[config.mk]
export PLATFORM = sky130hd
export DESIGN_NAME = ecp_counter_pair
export DESIGN_NICKNAME = d
export VERILOG_FILES = /design/src/common/ecp_pkg.sv /design/src/core/ecp_counter_pair.sv
export VERILOG_INCLUDE_DIRS = /design/src /design/src/common
export SDC_FILE = /design/constraint.sdc
export NUM_CORES = 1
export LEC_CHECK = 0
export BUFFER_PORTS_ARGS = -buffer_cell sky130_fd_sc_hd__buf_2
export CAP_MARGIN = 20
export CORE_UTILIZATION = 50
export DETAILED_ROUTE_END_ITERATION = 10
export PLACE_DENSITY = 0.81
export SKIP_CTS_REPAIR_TIMING = 1
export SLEW_MARGIN = 10
export SYNTH_ARGS = -nofsm -noshare
export SYNTH_HDL_FRONTEND = slang
export SYNTH_SLANG_ARGS = --single-unit
[constraint.sdc]
create_clock -name mclk_i -period 3.9 [get_ports mclk_i]
set_input_delay 0.39 -clock mclk_i [delete_from_list [all_inputs] [get_ports mclk_i]]
set_output_delay 0.39 -clock mclk_i [all_outputs]
set_load 0.005 [all_outputs]
[src/common/ecp_defines.svh]
// Field positions, widths and reset values of the counter/control pair
`ifndef ECP_DEFINES_SVH
`define ECP_DEFINES_SVH
`define ECP_CTL_W        32
`define ECP_CTR_W        64
`define ECP_TALLY_W      44
`define ECP_INC_W        8
`define ECP_EVSEL_LSB    0
`define ECP_EVSEL_MSB    7
`define ECP_SUBEV_LSB    8
`define ECP_SUBEV_MSB    15
`define ECP_CLEAR_BIT    17
`define ECP_EDGE_BIT     18
`define ECP_IGN_BIT      19
`define ECP_THRESH_OFF   8'h00
`define ECP_GATE_BIT     22
`define ECP_THRESH_LSB   24
`define ECP_THRESH_MSB   31
`define ECP_CTL_RST      32'h00000000
`define ECP_TALLY_RST    44'h00000000000
`define ECP_TALLY_ONE    44'h00000000001
`define ECP_FLAG_IDX_W   2
`endif

[src/common/ecp_pkg.sv]
// Types of the counter/control pair
package ecp_pkg;
  typedef struct packed {
    logic [7:0] thresh;
    logic       rsv23;
    logic       gate;
    logic [1:0] rsv21;
    logic       unused_bits;
    logic       edge_mode;
    logic       clear;
    logic       rsv16;
    logic [7:0] subevent;
    logic [7:0] event_selector;
  } ecp_ctl_t;

  typedef struct packed {
    logic        wr;
    logic        rd;
    logic        sel_ctr;
    logic [63:0] wdata;
  } ecp_req_t;

  typedef struct packed {
    logic [7:0] sel;
    logic [7:0] sub;
  } ecp_sel_t;
endpackage

[src/core/ecp_counter_pair.sv]
// One perf_monitor counter/control pair with event shaping
`timescale 1ns/1ns
`include "ecp_defines.svh"

// Notes on behaviour
// - Event selector bits 7:0 choose the event fed to the counter.
// - Subevent filter bits 15:8 choose which subevents are counted.
// - Threshold bits 31:24; increment compared against it before counting.
// - Edge mode bit 18 counts rising transitions, else every active cycle.
// - Edge detection follows threshold; software sets nonzero threshold.
// - Writing 1 to bit 17 clears the counter; bit reads zero.
// - Counter is 64 bits; 43:0 hold the tally, 63:44 ignored.
// - Counter readable any time without disturbing accumulation.
// - One cycle may add up to an eight-bit amount.
// - Box freeze stops the counter from advancing.
// - Overflow sets this counter's wrap flag; write of one clears it.
module ecp_counter_pair (
  input  wire logic                    mclk_i,
  input  wire logic                    reset_n_i,
  input  wire ecp_pkg::ecp_req_t       req_i,
  input  wire logic [7:0]              event_inc_i,
  input  wire logic                    freeze_i,
  input  wire logic                    flag_clr_i,
  output logic [`ECP_CTL_W-1:0]        ctl_rdata_o,
  output logic [`ECP_CTR_W-1:0]        ctr_rdata_o,
  output ecp_pkg::ecp_sel_t            sel_o,
  output logic                         overflow_o,
  output logic                         wrap_flag_o
);

  //////////////////////////////////////////////////////////////////////////
  // Control register
  ecp_pkg::ecp_ctl_t           ctl_q, ctl_d;
  logic [`ECP_TALLY_W-1:0]     tally_q, tally_d;
  logic                        shaped_q, shaped_d;
  logic                        ovf_q, ovf_d;
  logic                        flag_q, flag_d;
  logic                        ctl_wr, ctr_wr, clear_req;
  logic                        over_thr, count_en;
  logic [`ECP_TALLY_W:0]       sum;
  logic [`ECP_TALLY_W-1:0]     add_amt;

  function automatic logic [`ECP_CTL_W-1:0] ctl_view(
    input ecp_pkg::ecp_ctl_t c);
    logic [`ECP_CTL_W-1:0] v;
    v = c;
    v[`ECP_CLEAR_BIT] = 1'b0;
    return v;
  endfunction

  function automatic logic thr_off(input ecp_pkg::ecp_ctl_t c);
    return c.thresh == `ECP_THRESH_OFF;
  endfunction

  assign ctl_wr    = req_i.wr && !req_i.sel_ctr;
  assign ctr_wr    = req_i.wr && req_i.sel_ctr;
  assign clear_req = ctl_wr && req_i.wdata[`ECP_CLEAR_BIT];

  always_comb begin
    ctl_d = ctl_q;
    if (ctl_wr) begin
      ctl_d = ecp_pkg::ecp_ctl_t'(req_i.wdata[`ECP_CTL_W-1:0]);
      ctl_d.clear = 1'b0;
      ctl_d.unused_bits = 1'b0;
    end
  end

  always_ff @(posedge mclk_i or negedge reset_n_i) begin
    if (!reset_n_i) begin
      ctl_q <= ecp_pkg::ecp_ctl_t'(`ECP_CTL_RST);
    end else begin
      ctl_q <= ctl_d;
    end
  end

  //////////////////////////////////////////////////////////////////////////
  // Event shaping: threshold then edge detection
  assign over_thr = event_inc_i >= ctl_q.thresh;
  assign count_en = ctl_q.gate && !freeze_i;

  always_comb begin
    shaped_d = over_thr;
    add_amt  = '0;
    if (thr_off(ctl_q)) begin
      add_amt = `ECP_TALLY_W'(event_inc_i);
    end else if (ctl_q.edge_mode) begin
      add_amt = (over_thr && !shaped_q) ? `ECP_TALLY_ONE
                                        : `ECP_TALLY_RST;
    end else if (over_thr) begin
      add_amt = `ECP_TALLY_W'(event_inc_i);
    end
  end

  //////////////////////////////////////////////////////////////////////////
  // Tally and overflow
  assign sum = {1'b0, tally_q} + {1'b0, add_amt};

  always_comb begin
    tally_d = tally_q;
    ovf_d   = 1'b0;
    flag_d  = flag_q && !flag_clr_i;
    if (clear_req) begin
      tally_d = `ECP_TALLY_RST;
    end else if (ctr_wr) begin
      tally_d = req_i.wdata[`ECP_TALLY_W-1:0];
    end else if (count_en) begin
      tally_d = sum[`ECP_TALLY_W-1:0];
      ovf_d   = sum[`ECP_TALLY_W];
    end
    if (ovf_d) begin
      flag_d = 1'b1;
    end
  end

  always_ff @(posedge mclk_i or negedge reset_n_i) begin
    if (!reset_n_i) begin
      tally_q  <= `ECP_TALLY_RST;
      shaped_q <= 1'b0;
      ovf_q    <= 1'b0;
      flag_q   <= 1'b0;
    end else begin
      tally_q  <= tally_d;
      shaped_q <= shaped_d;
      ovf_q    <= ovf_d;
      flag_q   <= flag_d;
    end
  end

  //////////////////////////////////////////////////////////////////////////
  // Read data and outputs
  logic [`ECP_CTL_W-1:0] ctl_rd_q, ctl_rd_d;
  logic [`ECP_CTR_W-1:0] ctr_rd_q, ctr_rd_d;
  ecp_pkg::ecp_sel_t     sel_q, sel_d;

  always_comb begin
    ctl_rd_d = ctl_view(ctl_d);
    ctr_rd_d = `ECP_CTR_W'(tally_d);
    sel_d    = '{sel: ctl_d.event_selector,
                 sub: ctl_d.subevent};
  end

  always_ff @(posedge mclk_i or negedge reset_n_i) begin
    if (!reset_n_i) begin
      ctl_rd_q <= `ECP_CTL_RST;
      ctr_rd_q <= '0;
      sel_q    <= '0;
    end else begin
      ctl_rd_q <= ctl_rd_d;
      ctr_rd_q <= ctr_rd_d;
      sel_q    <= sel_d;
    end
  end

  assign ctl_rdata_o = ctl_rd_q;
  assign ctr_rdata_o = ctr_rd_q;
  assign sel_o       = sel_q;
  assign overflow_o  = ovf_q;
  assign wrap_flag_o = flag_q;
endmodule

==> flow_summary.toml, run 1 <==
[detailed_routing]
avgRoutedWirePerCell_microns = 17.8
routed_wl_microns = 13900
initialDrtViolationCount = 275
ant_nets = 0
vias = 4625
dr.pass1.iters = 5
avgViaCountPerCell = 5.91
drc = 0

[die]
core-area_sq_um = 9420
start_util_pct = 52.4
num_rows = 35
die_area_sq_um = 10300
fp.dieW_microns = 101
pin_count = 193
die_height_microns = 101

[grt]
grt_pass1_wl_microns = 21800
grt_usage_pct = 27.4
grt_overflow = 0
grt_start_max_net_pins = 78
antenna_found_initial = 0
grt_pass1_vias = 4297

[placement]
dpl_cell_area_sq_um = 5660
gp_congestion = 0.864
place_hpwl_microns = 10100
dp_cells = 763
place_ws_ns = 0.0422
numPortBuffers = 149

[pwr]
pwr-share-seq_pct = 44.1
p_switching_mw = 0.798
peakVddDrop_uv = 252
powerDensity_nw_per_um2 = 401
clkPwrFrac_pct = 27.9
p_leak_nw = 2.78
internal_power_mw = 1.59
swShare_pct = 33.4
combPwrFrac_pct = 28.0

[sta]
timing.hold.ws_ns = 0.0211
tightest_slew_ns = 0.744
hold_viol = 0
rsz0062_at_grt = "yes"
maxSlewViolCount = 0
skew_ns = 0.00906
setup_ws_ns = 0.188
fin_crit_ns = 3.71
fmax_mhz = 269
setup_viol = 0
slew_headroom_pct = 50.4
finalCritPeriodShare_pct = 95.2

[cts]
root_buffer = "clkbuf_8"
h-tree-depth = 3
cts_inserted_buffers = 9
clkSlewWorstSetupHoldPaths_ns = 0.09
cts.sinks = 77
clock_latency_ns = 0.35
cts_buffer_depth = 2
cts_tree = "done"

[worst_hold_path]
hold_class = "in2async"

[yosys]
postSynth.asyncResetShare_pct = 100
ys_ff_latch = 77
syn-cell-area_sq_um = 4930
synth_edf_count = 0
synth.top_cell.area_share_pct = 39.1
synthTopCellsByCount = "dfrtp_1 (77), buf_4 (39), nand2_1 (39), nand3_1 (39), mux2_2 (30)"
synth_top_flop_cell = "dfrtp_1"
yosysWarnings = 0
yosysSeqAreaShare_pct = 39.1
synth_most_common_cell = "dfrtp_1"
yosysUniqueCellTypes = 63
synthesis.instances = 511
syn_area_per_cell_sq_um = 9.65
yosys.area.top_type = "dfrtp_1"
synth.top_cells.by_area = "dfrtp_1 (39%), mux2_2 (6.8%), buf_4 (5.9%), ha_1 (4.1%), nand3_1 (4.0%)"

[final_layout]
final_area_sq_um = 5960
regArea_sq_um = 1930
area_growth_pct = 20.9
finish.utilization_pct = 63.3
multi_input_area_sq_um = 2680
nFillCells = 826
antenna_cells = 0
fin_nets = 744
fin_cells = 782
drive_gt1_share_pct = 35.4

[critical_path]
crit_chain = "inv_1, ha_1, a211oi_1, o21ai_0, a21oi_1, o21ai_1, buf_4, and2_1, ha_1, buf_4, o211ai_1, nor3_4, buf_4, o211ai_1, o21bai_1, a22o_1"
crit_path_max_incr_delay_ns = 0.44
path_buf_inv = 4
cp-end-kind = "flop"
crit_family = "compound AO/OA/AOI/OAI gates"
cp_common_cell = "buf_4"
slowest_stage = "o211ai_1"
crit_arrival_ns = 3.96
crit_path_start_kind = "flop"
worstPathRequired_ns = 4.14
cp_max_fo = 7
critical_path_class = "reg2reg"

[job]
cap_violations = 0

[run_status]
status = "finished, final reports clean"
metrics by stage:
| stage | power, mW | setup TNS, ns |
|---|---|---|
| 5_1_grt | 2.52 | -0.0448 |
| 3_5_place_dp | 1.71 | 0 |
| 6_report | 2.39 | 0 |
| 4_1_cts | 2.37 | 0 |
| 2_1_floorplan | 1.44 | 0 |
| 3_3_place_gp | 1.67 | 0 |
path summary, 6_finish.rpt:
kind / slack [ns] / to / cells after the start / startpoint
worst min-delay path: 0.02 / ctl_q[27]$_DFFE_PN0P_ / 1 / reset_n_i
min in group mclk_i: 0.22 / wrap_flag_o$_DFF_PN0_ / 2 / flag_clr_i
max in group asynchronous: 3.28 / ctr_rdata_o[38]$_DFFE_PN0P_ / 2 / reset_n_i
worst min register to register: 0.52 / ctl_rdata_o[21]$_DFFE_PN0P_ / 1 / ctl_rdata_o[21]$_DFFE_PN0P_
worst max-delay path: 0.19 / ctr_rdata_o[17]$_DFFE_PN0P_ / 16 / ctl_q[26]$_DFFE_PN0P_
worst max register to register: 0.19 / ctr_rdata_o[17]$_DFFE_PN0P_ / 16 / ctl_q[26]$_DFFE_PN0P_
per-layer routing:
metal  vias up  GRT usage (%)  wire length (microns)
li1       2139              -                      -
met1      2262           36.7                   5990
met2       201           45.4                   6750
met3        23           4.14                    884
met4         0           9.25                    310
met5         -              0                      0
cells by family (layout without fill, tap and decap cells):
| group | Yosys count | after routing | share of synthesized area (%) |
|---|---|---|---|
| AOI/OAI and AO/OA | 106 | 106 | 15.7 |
| xor gates and xnor gates | 15 | 15 | 2.66 |
| adders and majority gates | 17 | 17 | 4.46 |
| buffers and inverters | 79 | 200 | 9.08 |
| DFF | 77 | 77 | 39.1 |
| muxes | 34 | 34 | 7.66 |
| other | 1 | 22 | 0.0760 |
| and+or+nand+nor | 182 | 182 | 21.3 |
area by class of cell:
| cell class | instances | area share [%] |
|---|---|---|
| inverter | 17 | 1.07 |
| tap | 129 | 2.71 |
| sequential | 77 | 32.3 |
| clock inverter | 7 | 1.51 |
| multi-input combinational | 376 | 45.0 |
| clock buffer | 9 | 2.08 |
| timing repair buffer | 167 | 15.4 |
worst reg2reg max path: stages (launching register included):
cell and delay (ns):
dfrtp_1 0.40, inv_1 0.07, ha_1 0.29, a211oi_1 0.25
o21ai_0 0.13, a21oi_1 0.24, o21ai_1 0.12, buf_4 0.16
and2_1 0.15, ha_1 0.33, buf_4 0.18, o211ai_1 0.31
nor3_4 0.08, buf_4 0.18, o211ai_1 0.44, o21bai_1 0.11
a22o_1 0.19
registers in the layout, summed over array words and instances (netlist names):
register / cells
shaped_q: 1
ctl_rdata_o: 8
wrap_flag_o: 1
ctl_q: 8
overflow_o: 1
ctr_rdata_o: 44
sel_o: 14
power by group through the flow:
stage	logic (mW)	registers (mW)	clock network (mW)
2_1_floorplan	0.393	1.05	0
3_3_place_gp	0.617	1.05	0
3_5_place_dp	0.644	1.06	0
4_1_cts	0.648	1.05	0.677
5_1_grt	0.738	1.07	0.706
6_report	0.669	1.05	0.666
layout by cell type (no fill, tap or decap), types with 5 or more instances in the layout:
cell / netlist / routed
buf_4: 39 / 17
ha_1: 16 / 14
or3_1: 8 / 8
and2_1: 10 / 10
dfrtp_1: 77 / 77
buf_2: 3 / 148
mux2_2: 30 / 30
o211ai_1: 7 / 7
xor2_1: 8 / 8
a21oi_1: 10 / 9
o21a_1: 5 / 5
o2111ai_1: 8 / 8
a32oi_1: 12 / 12
o21ai_0: 25 / 22
nand3_1: 39 / 39
nor3_1: 8 / 8
inv_1: 17 / 17
nand4_1: 14 / 14
nor4_1: 10 / 10
conb_1: 1 / 22
xnor2_1: 7 / 7
nand2_1: 39 / 39
clkbuf_8: 0 / 9
or4_1: 12 / 12
nor2_1: 16 / 16
and3_1: 5 / 5
(Power assumes the default switching activity.)
==> inputs of run 2 (changes only) <==
- GPL_TIMING_DRIVEN: default -> 0
==> run 2 against run 1 <==
Compared with the run above:
- combinational power rose by 6.3%
- sequential share of layout area fell by 1.4 points
- register-to-register slack got worse by 0.05 ns
- sequential power barely moved
- non-clock buffer count rose by 50
- setup slack got worse by 0.052 ns
- clock power fell by 13%
- critical path depth did not move
- via count rose by 7.8%
- critical endpoint is now ctr_rdata_o[14]$_DFFE_PN0P_
==> flow_summary.toml, run 2 (synthesized netlist as in run 1, its figures left out) <==
[run_status]
status = "finished, final reports clean"

[final_layout]
multi_input_area_sq_um = 2690
largest_reg_flops = 44
antenna_cells = 0
regArea_sq_um = 1930
fin_nets = 794
layout_commonest_cell = "buf_2"
drive_gt1_share_pct = 37.6
nFillCells = 817
final_area_sq_um = 6230
mostFrequentLayoutCells = "buf_2 (150), dfrtp_1 (77), buf_4 (45)"
area_growth_pct = 26.3

[critical_path]
regToRegEndpoint = "ctr_rdata_o[14]$_DFFE_PN0P_"
critical_path_class = "reg2reg"
cp-end-kind = "flop"
worstRegToRegCells = 16
worstPathRequired_ns = 4.15
crit_path_start_kind = "flop"
timing.reg2reg.setup_slack_ns = 0.14
crit_arrival_ns = 4.02
cp_max_fo = 10
r2r_start = "ctl_q[26]$_DFFE_PN0P_"

[placement]
dpl_cell_area_sq_um = 5950
gp_congestion = 0.908
place_hpwl_microns = 11700
place_ws_ns = -0.356
numPortBuffers = 149

[cts]
clkSlewWorstSetupHoldPaths_ns = 0.09
h-tree-depth = 3
cts_tree = "done"
clock_latency_ns = 0.37
cts_inserted_buffers = 9
cts.sinks = 77
cts_buffer_depth = 2
root_buffer = "clkbuf_8"

[detailed_routing]
vias = 4985
routed_wl_microns = 15800
avgViaCountPerCell = 5.99
avgRoutedWirePerCell_microns = 19.0
dr.pass1.iters = 5
ant_nets = 0
drc = 0
initialDrtViolationCount = 290

[worst_hold_path]
min_path_cells = 2
hold_end = "wrap_flag_o$_DFF_PN0_"
hold_class = "in2reg"
hp-start = "flag_clr_i"

[sta]
maxSlewViolCount = 0
slew_headroom_pct = 46.3
setup_viol = 0
skew_ns = 0.0156
timing.hold.ws_ns = 0.197
fin_crit_ns = 3.76
finalCritPeriodShare_pct = 96.5
fmax_mhz = 266
finalSetupTns_ns = 0
tightest_slew_ns = 0.806
hold_viol = 0
setup_ws_ns = 0.136

[die]
fp.dieW_microns = 101
start_util_pct = 52.4
core-area_sq_um = 9420
num_rows = 35
die_height_microns = 101
pin_count = 193
die_area_sq_um = 10300

[grt]
antenna_found_initial = 0
grt_pass1_wl_microns = 24200
grt_overflow = 0
grt_usage_pct = 31.2
grt_pass1_vias = 4728
grt_start_max_net_pins = 45

[job]
cap_violations = 0

[pwr]
powerDensity_nw_per_um2 = 377
p_leak_nw = 2.95
power.total_mw = 2.35
peakVddDrop_uv = 252
-- run 2: worst max path at each step --
| stage | from | endpoint | slack, ns |
|---|---|---|---|
| floorplan | ctl_q[26]$_DFFE_PN0P_ | ctr_rdata_o[16]$_DFFE_PN0P_ | 0.45 |
| global placement | event_inc_i[2] | ctr_rdata_o[16]$_DFFE_PN0P_ | -0.20 |
| detailed placement | event_inc_i[2] | ctr_rdata_o[18]$_DFFE_PN0P_ | -0.36 |
| CTS | ctl_q[26]$_DFFE_PN0P_ | ctr_rdata_o[18]$_DFFE_PN0P_ | -0.34 |
| global route | ctl_q[26]$_DFFE_PN0P_ | wrap_flag_o$_DFF_PN0_ | -0.01 |
| finish | ctl_q[26]$_DFFE_PN0P_ | ctr_rdata_o[14]$_DFFE_PN0P_ | 0.14 |
-- run 2: cell type report --
class | instances | area share (%)
Timing Repair Buffer | 156 | 13.2
Buffer | 61 | 6.15
Sequential cell | 77 | 30.9
Tap cell | 129 | 2.59
Clock inverter | 6 | 0.623
Inverter | 17 | 1.02
Clock buffer | 10 | 2.21
Multi-Input combinational cell | 376 | 43.2
-- run 2: power by group --
group | switching, mW | internal (mW) | total (mW)
Clock | 0.332 | 0.246 | 0.579
Sequential | 0.147 | 0.911 | 1.06
Combinational | 0.361 | 0.349 | 0.711
-- run 2: stage by stage --
stage,utilization (%),instances
2_1_floorplan,-,532
3_3_place_gp,62.9,810
3_5_place_dp,63.2,811
4_1_cts,65.0,827
5_1_grt,66.1,832
6_report,66.1,832
-- run 2: layer usage --
metal  GRT usage (%)  vias to the layer above  wire, microns
met5               0                        -              0
met4            14.4                        0            512
met3            4.42                       49           1360
met2            50.5                      302           7430
met1            41.7                     2395           6550
li1                -                     2239              -
-- run 2: critical path: stages, from the launching register on --
cell	delay [ns]
dfrtp_1	0.41
inv_1	0.06
ha_1	0.29
a211oi_1	0.24
o21ai_0	0.15
a21oi_2	0.27
o21ai_4	0.11
o2bb2ai_1	0.14
ha_1	0.24
fa_1	0.45
a211oi_2	0.25
o21ai_2	0.11
clkbuf_4	0.21
o211ai_1	0.19
buf_4	0.18
nor3_1	0.05
a221o_1	0.29
==> inputs of run 3 (changes only) <==
- BUFFER_PORTS_ARGS: -buffer_cell sky130_fd_sc_hd__buf_2 -> -buffer_cell sky130_fd_sc_hd__buf_4
- CELL_PAD_IN_SITES_DETAIL_PLACEMENT: default -> 1
- CELL_PAD_IN_SITES_GLOBAL_PLACEMENT: default -> 1
- CORE_UTILIZATION: 50 -> 36
- HOLD_SLACK_MARGIN: default -> 0.15
- PLACE_DENSITY: 0.81 -> 0.79
==> run 3 against run 2 <==
Compared with the run above:
- hold slack improved by 0.027 ns
- total power increased by 15%
- count of clock-buffer cells in the layout up 1
- clock power grew 38%
- sequential power about the same
- register-to-register slack about the same
- combinational power is 15% higher
- first-iteration DRC count increased by 7.9%
- non-clock buffer count up 1
==> flow_summary.toml, run 3 (synthesized netlist as in run 1, its figures left out) <==
[run_status]
status = "finished, final reports clean"

[critical_path]
crit_chain = "inv_1, ha_1, a211oi_1, o21ai_1, a21oi_2, o21ai_4, o2bb2ai_1, ha_1, fa_2, a211oi_1, o21ai_2, buf_4, o211ai_1, buf_4, nor2b_1, a221o_1"
critical_path_class = "reg2reg"
worstPathRequired_ns = 4.12
cp-end-kind = "flop"
cp_max_fo = 10
crit_arrival_ns = 4.00
slowest_stage = "fa_2"
crit_path_start_kind = "flop"
crit_path_max_incr_delay_ns = 0.40

[final_layout]
area_growth_pct = 37.1
drive_gt1_share_pct = 37.4
antenna_cells = 0
mostFrequentLayoutCells = "buf_4 (193), dfrtp_1 (76), nand2_1 (39), nand3_1 (39), mux2_2 (30)"
nFillCells = 1550
finish.utilization_pct = 50.9
layout_commonest_cell = "buf_4"
fin_nets = 795
largest_reg_flops = 44

[cts]
clock_latency_ns = 0.35
root_buffer = "clkbuf_16"
cts_buffer_depth = 2
cts.sinks = 77
cts_inserted_buffers = 9
cts_tree = "done"
clkSlewWorstSetupHoldPaths_ns = 0.06
h-tree-depth = 3

[detailed_routing]
dr.pass1.iters = 4
vias = 4945
avgViaCountPerCell = 5.63
ant_nets = 0
routed_wl_microns = 17900
avgRoutedWirePerCell_microns = 20.4
drc = 0
initialDrtViolationCount = 313

[grt]
use_met3_pct = 5.27
antenna_found_initial = 0
grt_start_max_net_pins = 78
grt_pass1_wl_microns = 27500
grt_overflow = 0
grtUsageMet1_pct = 32.3
grt_usage_pct = 25.4
use_met2_pct = 41.9
grt_pass1_vias = 5064
busiest_layer = "met2"

[job]
cap_violations = 0

[die]
core-area_sq_um = 13300
die_height_microns = 119
num_rows = 42
start_util_pct = 37.1
fp.dieW_microns = 119
pin_count = 193
die_area_sq_um = 14200

[sta]
slew_headroom_pct = 39.7
timing.hold.ws_ns = 0.224
fmax_mhz = 265
tightest_slew_ns = 0.905
fin_crit_ns = 3.77
skew_ns = 0.00892
setup_viol = 0
finalSetupTns_ns = 0
maxSlewViolCount = 0
finalCritPeriodShare_pct = 96.8
hold_viol = 0

[pwr]
peakVddDrop_uv = 207
p_leak_nw = 3.12
powerDensity_nw_per_um2 = 398

[placement]
place_hpwl_microns = 13300
gp_congestion = 0.880
numPortBuffers = 149

[worst_hold_path]
hold_class = "in2reg"
-- run 3: layer usage --
metal  vias to the layer above  wire length, microns
met1                      2513                  7620
met5                         -                     0
li1                       2248                     -
met2                       162                  8890
met4                         0                   395
met3                        22                  1030
-- run 3: final cells by class --
cell class                      instances  area, sq um  share of cell area (%)
Clock inverter                          4         23.8                   0.352
Tap cell                              176          220                    3.26
Multi-Input combinational cell        376         2690                    39.7
Timing Repair Buffer                  156         1200                    17.7
Clock buffer                           11          253                    3.74
Inverter                               17         63.8                   0.944
Sequential cell                        77         1930                    28.5
Buffer                                 62          387                    5.72
-- run 3: through the flow --
step / setup slack, ns / cells / total power [mW] / instance area [sq um]
after floorplan: 0.450 / 532 / 1.44 / 5010
after global placement: -0.336 / 857 / 1.83 / 6350
after detailed placement: -0.505 / 857 / 1.87 / 6350
after CTS: -0.495 / 872 / 2.68 / 6630
after global routing: -0.0305 / 879 / 2.81 / 6760
final: 0.126 / 879 / 2.69 / 6760
-- run 3: final timing paths --
check                           depth (start not counted)             startpoint  slack [ns]                           to
worst max-delay path                                   16  ctl_q[26]$_DFFE_PN0P_        0.13  ctr_rdata_o[16]$_DFFE_PN0P_
worst min-delay path                                    2             flag_clr_i        0.22        wrap_flag_o$_DFF_PN0_
worst max register to register                         16  ctl_q[26]$_DFFE_PN0P_        0.13  ctr_rdata_o[16]$_DFFE_PN0P_
worst min register to register                          1  ctl_q[20]$_DFFE_PN0P_        0.51        ctl_q[20]$_DFFE_PN0P_
max in group asynchronous                               3              reset_n_i        2.69  ctr_rdata_o[17]$_DFFE_PN0P_
min in group asynchronous                               2              reset_n_i        0.58        sel_o[10]$_DFFE_PN0P_
-- run 3: power by group --
part / total (mW) / internal (mW) / switching [mW]
clock network: 0.801 / 0.460 / 0.341
registers: 1.07 / 0.913 / 0.155
logic: 0.820 / 0.440 / 0.380
total: 2.69 / 1.81 / 0.876
-- run 3: critical path, delay by kind of cell, from the launching register on --
| kind | cells | cell delay, ns |
|---|---|---|
| AND/OR/NAND/NOR | 1 | 0.05 |
| adder cells (fa/ha/maj) | 3 | 0.93 |
| buffers and inverters | 3 | 0.43 |
| AO/OA/AOI/OAI | 9 | 1.85 |
| flip-flops | 1 | 0.38 |
